$ cat src/pkg/flipc_pkg.sv
// Purpose: constants and types of the four level interrupt priority controller
// Assumes: sources are numbered in enable register bit order
// Notes: register byte address is four times the register index
// Contract
// seven sources, six without counter array
// enable, low and high priority registers
// high:low bit pair forms level 0 to 3
// dispatch when nothing equal or higher serviced
// equal or higher in service keeps request pending
// higher level preempts lower, four deep nesting
// interrupted lower service resumes after return
// fixed polling order with fixed vectors
// hardware clears timer and edge flags; code clears the timer 0, timer 1 and edge-mode external flags, never timer 2
// global enable bit gates every source
// enable register bit layout, one enables
// low priority layout, bit 7 reserved
// same level ties go by polling order
package flipc_pkg;
  // ==========================================================
  // sizes
  localparam int NUM_SRC = 7;
  localparam int ADDR_W = 12;
  localparam int DATA_W = 32;
  // ==========================================================
  // register indices and byte addresses
  localparam logic [9:0] IDX_ENABLE = 10'h0a8;
  localparam logic [9:0] IDX_PRIO_HIGH = 10'h0b7;
  localparam logic [9:0] IDX_PRIO_LOW = 10'h0b8;
  localparam logic [9:0] IDX_STATUS = 10'h0c0;
  localparam logic [ADDR_W-1:0] ADDR_ENABLE = {IDX_ENABLE, 2'b00};
  localparam logic [ADDR_W-1:0] ADDR_PRIO_HIGH = {IDX_PRIO_HIGH, 2'b00};
  localparam logic [ADDR_W-1:0] ADDR_PRIO_LOW = {IDX_PRIO_LOW, 2'b00};
  localparam logic [ADDR_W-1:0] ADDR_STATUS = {IDX_STATUS, 2'b00};
  // ==========================================================
  // field positions
  localparam int BIT_EXT0 = 0;
  localparam int BIT_TIMER0 = 1;
  localparam int BIT_EXT1 = 2;
  localparam int BIT_TIMER1 = 3;
  localparam int BIT_SERIAL = 4;
  localparam int BIT_TIMER2 = 5;
  localparam int BIT_CA = 6;
  localparam int BIT_GLOBAL = 7;
  localparam int STAT_OFFER = 4;
  localparam int STAT_SRC_LSB = 8;
  // ==========================================================
  // reset values
  localparam logic [7:0] RST_ENABLE = 8'h00;
  localparam logic [7:0] RST_PRIO = 8'h00;
  // ==========================================================
  // types and tables
  typedef logic [2:0] flipc_src_t;
  typedef logic [1:0] flipc_level_t;
  typedef enum logic [1:0] {
    ST_IDLE = 2'b00,
    ST_OFFER = 2'b01,
    ST_SETTLE_A = 2'b11,
    ST_SETTLE_B = 2'b10
  } flipc_state_t;
  localparam logic [7:0] VEC_TABLE [0:NUM_SRC-1] = '{8'h03, 8'h0b, 8'h13, 8'h1b, 8'h23,
    8'h2b, 8'h33};
  localparam flipc_src_t POLL_ORDER [0:NUM_SRC-1] = '{3'h0, 3'h1, 3'h2, 3'h3, 3'h6,
    3'h4, 3'h5};
  // ==========================================================
  // functions
  function automatic flipc_level_t levelOf(input logic hi, input logic lo);
    levelOf = {hi, lo};
  endfunction
  function automatic flipc_level_t topLevel(input logic [3:0] inService);
    topLevel = inService[3] ? 2'h3 : inService[2] ? 2'h2 : inService[1] ? 2'h1 : 2'h0;
  endfunction
  function automatic logic [3:0] topOneHot(input logic [3:0] inService);
    topOneHot = (inService == 4'h0) ? 4'h0 : (4'h1 << topLevel(inService));
  endfunction
endpackage

$ cat src/pkg/flipc_arb_if.sv
// Purpose: carries requests and the selected winner between controller and arbiter
// Assumes: one clock domain
// Notes: request side is combinational, winner side is registered in the arbiter
interface flipc_arb_if;
  logic [6:0] pend;
  logic [6:0] prioHigh;
  logic [6:0] prioLow;
  logic [3:0] inService;
  logic winValid;
  logic [2:0] winSrc;
  logic [1:0] winLevel;
  modport arb (input pend, input prioHigh, input prioLow, input inService,
    output winValid, output winSrc, output winLevel);
  modport ctl (output pend, output prioHigh, output prioLow, output inService,
    input winValid, input winSrc, input winLevel);
endinterface

$ cat src/design/flipc_top.sv
// Purpose: seven source, four level nested interrupt controller with apb registers
// Assumes: request flags are levels held by the peripherals until cleared
// Notes: core takes the vector with irqAck and ends a service with irqReturn
//
// The APB interface to the registers was left to the implementer.
module flipc_top #(
  parameter bit HAS_CA = 1'b1
) (
  input wire logic clk,
  input wire logic reset_n,
  input wire logic psel,
  input wire logic penable,
  input wire logic pwrite,
  input wire logic [flipc_pkg::ADDR_W-1:0] paddr,
  input wire logic [flipc_pkg::DATA_W-1:0] pwdata,
  input wire logic [3:0] pstrb,
  output logic [flipc_pkg::DATA_W-1:0] prdata,
  output logic pready,
  output logic pslverr,
  input wire logic [6:0] reqFlags,
  input wire logic ext0EdgeMode,
  input wire logic ext1EdgeMode,
  input wire logic irqAck,
  input wire logic irqReturn,
  output logic irqReq,
  output logic [7:0] irqVector,
  output logic [6:0] flagClear
);
  import flipc_pkg::*;

  // ==========================================================
  // state
  logic [7:0] interruptEnableReg;
  logic [7:0] priorityHighReg;
  logic [7:0] priorityLowReg;
  logic [3:0] inService;
  flipc_state_t state;
  flipc_src_t offerSrc;
  flipc_level_t offerLevel;
  logic [7:0] implMask;
  logic accessPhase;
  logic writeNow;
  logic addrHit;
  logic [7:0] next_read;
  logic taken;
  logic [3:0] next_inService;
  logic [6:0] next_clear;

  flipc_arb_if arb ();

  flipc_arbiter u_arbiter (
    .clk(clk),
    .reset_n(reset_n),
    .arb(arb)
  );

  // counter array bit exists only on the larger variant
  assign implMask = HAS_CA ? 8'h7f : 8'h3f;

  // ==========================================================
  // apb slave
  // one cycle setup, zero wait access; answers are registered at the setup edge
  assign accessPhase = psel && penable && pready;
  assign writeNow = accessPhase && pwrite && pstrb[0] && !pslverr;

  always_comb begin
    next_read = 8'h00;
    addrHit = 1'b1;
    case (paddr)
      ADDR_ENABLE: next_read = interruptEnableReg;
      ADDR_PRIO_HIGH: next_read = priorityHighReg;
      ADDR_PRIO_LOW: next_read = priorityLowReg;
      ADDR_STATUS: next_read = {irqReq, offerSrc[2:0], inService};
      default: addrHit = 1'b0;
    endcase
  end

  always_ff @(posedge clk or negedge reset_n) begin
    if (!reset_n) begin
      pready <= 1'b0;
      pslverr <= 1'b0;
      prdata <= 32'h0000_0000;
    end else begin
      pready <= psel && !penable;
      pslverr <= psel && !penable && !addrHit;
      if (psel && !penable && !pwrite) begin
        if (paddr == ADDR_STATUS) begin
          prdata <= {21'h0, offerSrc, 3'h0, irqReq, inService};
        end else begin
          prdata <= {24'h000000, next_read};
        end
      end
    end
  end

  // ==========================================================
  // registers
  always_ff @(posedge clk or negedge reset_n) begin
    if (!reset_n) begin
      interruptEnableReg <= RST_ENABLE;
      priorityHighReg <= RST_PRIO;
      priorityLowReg <= RST_PRIO;
    end else if (writeNow) begin
      case (paddr)
        ADDR_ENABLE: interruptEnableReg <= pwdata[7:0] & (implMask | 8'h80);
        ADDR_PRIO_HIGH: priorityHighReg <= pwdata[7:0] & implMask;
        ADDR_PRIO_LOW: priorityLowReg <= pwdata[7:0] & implMask;
        default: ;
      endcase
    end
  end

  // ==========================================================
  // request gating
  always_comb begin
    arb.pend = reqFlags & interruptEnableReg[6:0] & implMask[6:0]
      & {7{interruptEnableReg[BIT_GLOBAL]}};
    arb.prioHigh = priorityHighReg[6:0];
    arb.prioLow = priorityLowReg[6:0];
    arb.inService = inService;
  end

  // ==========================================================
  // dispatch sequencer
  // two settle cycles let the flag clear and the new level reach the arbiter
  assign taken = (state == ST_OFFER) && irqAck;

  always_ff @(posedge clk or negedge reset_n) begin
    if (!reset_n) begin
      state <= ST_IDLE;
      offerSrc <= 3'h0;
      offerLevel <= 2'h0;
      irqReq <= 1'b0;
      irqVector <= 8'h00;
    end else begin
      case (state)
        ST_IDLE: begin
          if (arb.winValid) begin
            state <= ST_OFFER;
            offerSrc <= arb.winSrc;
            offerLevel <= arb.winLevel;
            irqReq <= 1'b1;
            irqVector <= VEC_TABLE[arb.winSrc];
          end
        end
        ST_OFFER: begin
          if (irqAck) begin
            state <= ST_SETTLE_A;
            irqReq <= 1'b0;
          end
        end
        ST_SETTLE_A: state <= ST_SETTLE_B;
        ST_SETTLE_B: state <= ST_IDLE;
        default: begin
          state <= ST_IDLE;
          irqReq <= 1'b0;
        end
      endcase
    end
  end

  // ==========================================================
  // in-service tracking
  // a return always closes the highest open level, so nesting unwinds in order
  always_comb begin
    next_inService = inService;
    if (irqReturn) begin
      next_inService = next_inService & ~topOneHot(inService);
    end
    if (taken) begin
      next_inService = next_inService | (4'h1 << offerLevel);
    end
  end

  always_ff @(posedge clk or negedge reset_n) begin
    if (!reset_n) begin
      inService <= 4'h0;
    end else begin
      inService <= next_inService;
    end
  end

  // ==========================================================
  // hardware flag clear
  // level-triggered externals stay set; the peripheral owns those flags
  always_comb begin
    next_clear = 7'h00;
    if (taken) begin
      case (offerSrc)
        3'(BIT_TIMER0): next_clear[BIT_TIMER0] = 1'b1;
        3'(BIT_TIMER1): next_clear[BIT_TIMER1] = 1'b1;
        3'(BIT_EXT0): next_clear[BIT_EXT0] = ext0EdgeMode;
        3'(BIT_EXT1): next_clear[BIT_EXT1] = ext1EdgeMode;
        default: next_clear = 7'h00;
      endcase
    end
  end

  always_ff @(posedge clk or negedge reset_n) begin
    if (!reset_n) begin
      flagClear <= 7'h00;
    end else begin
      flagClear <= next_clear;
    end
  end
endmodule

$ cat src/design/flipc_arbiter.sv
// Purpose: picks the pending source that may be dispatched now
// Assumes: pend is already gated by the enables
// Notes: result is registered, one cycle behind its inputs
module flipc_arbiter (
  input wire logic clk,
  input wire logic reset_n,
  flipc_arb_if.arb arb
);
  import flipc_pkg::*;

  logic next_found;
  flipc_src_t next_src;
  flipc_level_t next_level;
  flipc_src_t s;

  // ==========================================================
  // search
  always_comb begin
    next_found = 1'b0;
    next_src = 3'h0;
    next_level = 2'h0;
    s = 3'h0;
    for (int lv = 3; lv >= 0; lv--) begin
      for (int p = 0; p < NUM_SRC; p++) begin
        s = POLL_ORDER[p];
        if (!next_found && arb.pend[s]
            && levelOf(arb.prioHigh[s], arb.prioLow[s]) == flipc_level_t'(lv)
            && (arb.inService == 4'h0
                || flipc_level_t'(lv) > topLevel(arb.inService))) begin
          next_found = 1'b1;
          next_src = s;
          next_level = flipc_level_t'(lv);
        end
      end
    end
  end

  always_ff @(posedge clk or negedge reset_n) begin
    if (!reset_n) begin
      arb.winValid <= 1'b0;
      arb.winSrc <= 3'h0;
      arb.winLevel <= 2'h0;
    end else begin
      arb.winValid <= next_found;
      arb.winSrc <= next_src;
      arb.winLevel <= next_level;
    end
  end
endmodule

$ cat config.mk
export PLATFORM = sky130hd
export DESIGN_NAME = flipc_top
export DESIGN_NICKNAME = d
export VERILOG_FILES = /design/src/pkg/flipc_pkg.sv /design/src/pkg/flipc_arb_if.sv /design/src/design/flipc_top.sv /design/src/design/flipc_arbiter.sv
export SDC_FILE = /design/constraint.sdc
export NUM_CORES = 1
export LEC_CHECK = 0
export BUFFER_PORTS_ARGS = -buffer_cell sky130_fd_sc_hd__buf_2
export CAP_MARGIN = 20
export CORE_MARGIN = 3
export CORE_UTILIZATION = 35
export DETAILED_ROUTE_END_ITERATION = 10
export MAX_ROUTING_LAYER = met4
export PLACE_DENSITY = 0.56
export SYNTH_ARGS = -nofsm -noshare
export SYNTH_HDL_FRONTEND = slang
export SYNTH_SLANG_ARGS = --single-unit
export TNS_END_PERCENT = 10
$ cat constraint.sdc
create_clock -name clk -period 3 [get_ports clk]
set_input_delay 0.45 -clock clk [delete_from_list [all_inputs] [get_ports clk]]
set_output_delay 0.45 -clock clk [all_outputs]
set_load 0.02 [all_outputs]
==> results.yml <==
sta:
  finalWorstSetupSlack_ns: 0.4474
  finalMaxSlewViolations: 0
  worst_pin_slew_ns: 0.9070
  finalSetupViolCount: 0
  fmax_mhz: 391.8
  final.setup.tns_ns: 0
  slew_headroom_pct: 39.53
  rsz0062_at_grt: "no"
  min_period_ns: 2.553
  fin_skew_ns: 0.006572
  post-route-period-util_pct: 85.09
  hold_viol_final: 0
setup_path:
  r2r_end: "u_arbiter.arb.winSrc[2]"
  worst-setup-path-type: "reg -> reg"
  startpoint_type: "flop"
  r2r_slack_ns: 0.45
  slowest_delay_ns: 0.68
  cp-end-kind: "flop"
  crit_slowest_cell: "dfrtp_1"
  critPathRequiredTime_ns: 3.21
  rr_startpoint: "interruptEnableReg[7]"
  worstPathArrival_ns: 2.76
  cp_cell_sequence: "inv_1 -> nor4_2 -> a2111oi_4 -> a311oi_1 -> nor4b_2 -> nor4_1 -> o21ai_1"
  r2r.worst_path.cells: 7
  cp_max_fo: 13
floorplan:
  rows: 35
  io_pins: 114
  die-height_um: 105.2
  die-area_mm2: 0.01106
  core_area_mm2: 0.009415
  initial_core_util_pct: 36.56
  chipWidth_um: 105.2
routing:
  drc_errors: 0
  vias_per_cell: 5.152
  avgRoutedWirePerCell_um: 15.83
  drtIter0Drc: 171
  ant_nets: 0
  wirelength_mm: 8.771
  vias: 2854
  first_pass_iters: 5
finish:
  design_area_mm2: 0.003985
  drive_gt1_share_pct: 26.35
  antenna_cells: 0
  final_nets: 484
  areaGrowthSynthToFinish_pct: 15.78
  finalNonFillerCells: 554
synth:
  synthTopCellsByArea: "dfrtp_1 43%, buf_4 6.8%, mux2_2 5.2%"
  ys_types: 59
  synth.top_cells.by_count: "59 x dfrtp_1, 42 x nand2_1, 35 x nor2_1"
  yosysWarnings: 0
  synth_flop_cell: "dfrtp_1"
  synthArstFlopShare_pct: 100.0
  yosysTopAreaCellShare_pct: 42.89
  netlist_area_mm2: 0.003442
  synth_edf_count: 0
  ys_ff_latch: 59
  yosysTopAreaCell: "dfrtp_1"
  netlist_instances: 357
  synth_most_common_cell: "dfrtp_1"
  ys_seq_area_share_pct: 42.89
  avgSynthCellArea_um2: 9.642
worst_hold_path:
  hp-class: "in -> async"
cts:
  clk_pin_slew_ns: 0.07
  ctsRootBufferMaster: "clkbuf_8"
  htree_levels: 3
  clkLatencyLatePin_ns: 0.34
  cts_buffers: 9
  cts_sinks: 59
  post_cts_buffers: 0
  hold_buffers: 0
  cts_tree: "done"
  cts_resized: 0
  ctsLongestPathBuffers: 2
placement:
  place_hpwl_mm: 6.665
  io_buffer_count: 59
  pre_cts_slack_ns: 0.4699
  placedCellCount: 538
  place.gp.congestion: 0.8932
  placed_area_mm2: 0.003761
global_route:
  grt_pass1_wl_mm: 14.45
  grt_pass1_vias: 2788
  grt_start_max_net_pins: 42
  grt_usage_pct: 17.05
  overflow: 0
  antenna_found_initial: 0
run:
  timing.max_cap.violations: 0
power_and_ir_drop:
  total_power_uw: 1768
  p_leak_uw: 0.001917
  vdd_ir_drop_max_mv: 0.2848
  p_per_area_mw_per_mm2: 443.7
run_status:
  status: "complete, no violations"
critical path, delay by kind of cell (launching register included):
kind                   cells  cell delay (ns)
flip-flops                 1             0.68
AND/OR/NAND/NOR            3             0.96
buffers and inverters      1             0.21
AO/OA/AOI/OAI              3             0.58
cell type report:
type	count	area, um^2
Multi-Input combinational cell	275	1745
Timing Repair Buffer	65	340.3
Sequential cell	59	1476
Tap cell	129	161.4
Clock buffer	9	123.9
Clock inverter	7	100.1
Fill cell	937	5430
Inverter	10	37.54
report_power, final:
part | switching [uW] | total, uW | internal (uW)
Combinational | 93.7 | 130 | 36.3
Clock | 351 | 825 | 474
Sequential | 6.13 | 813 | 807
Total | 451 | 1770 | 1320
worst max-delay path by stage:
stage / startpoint / to / slack (ns) / cells past startpoint
final: interruptEnableReg[7] / u_arbiter.arb.winSrc[2] / 0.45 / 7
after global routing: interruptEnableReg[7] / u_arbiter.arb.winValid / 0.31 / 7
after CTS: interruptEnableReg[7] / u_arbiter.arb.winSrc[2] / 0.51 / 7
after detailed placement: paddr[1] / priorityLowReg[0] / 0.47 / 8
after global placement: interruptEnableReg[7] / u_arbiter.arb.winSrc[2] / 0.49 / 7
after floorplan: paddr[1] / priorityLowReg[0] / 1.03 / 8
logic make-up after synthesis:
kind of cell    count (synthesis)  share of synthesized area [%]
other cells                     1                         0.1089
buf+inv                        49                          9.233
mux                            29                          9.415
flops                          59                          42.89
simple gates                  161                          26.39
compound gates                 58                          11.96
flip-flops by register name, summed over array words and instances, names as in the netlist:
name                    count
priorityLowReg              7
u_arbiter.arb.winLevel      2
irqVector                   3
prdata                     11
arb.inService               4
offerSrc                    2
priorityHighReg             7
u_arbiter.arb.winValid      1
irqReq                      1
pready                      1
state                       2
interruptEnableReg          8
u_arbiter.arb.winSrc        3
pslverr                     1
offerLevel                  2
flagClear                   4
stage by stage:
step	utilization, %	hold slack, ns
final	42.33	0.2328
after detailed placement	39.95	0.4504
after global placement	39.95	0.4474
after global routing	42.33	0.2772
after floorplan	-	0.1544
after CTS	42.33	0.2487
cell usage in the layout, fill, tap and decap left out, types with 3 or more instances in the layout:
master     n
a31oi_1    6
a22oi_1    3
nor3_1    13
mux2_2    16
clkbuf_8   9
nand2b_1   5
nor4_1     7
nand3b_1   4
and3_1     3
dfrtp_1   59
nor3b_1    5
nand2_1   42
mux2_1    11
conb_1    27
a221oi_1   3
o21a_1     3
nand3_1   11
o21ai_0    9
and2_1     3
o21ai_1    4
nand4b_1  10
buf_2     59
buf_4      6
inv_1      9
nor2_1    35
a21oi_1   14
routing by layer:
metal | global-route usage, % | wire, um | vias to the layer above
li1 | - | - | 1366
met1 | 21.79 | 4097 | 1384
met2 | 27.18 | 4148 | 94
met3 | 3.706 | 408 | 10
met4 | 5.155 | 116 | 0
met5 | - | 0 | -
No activity file was read; power rests on OpenSTA's default activity.
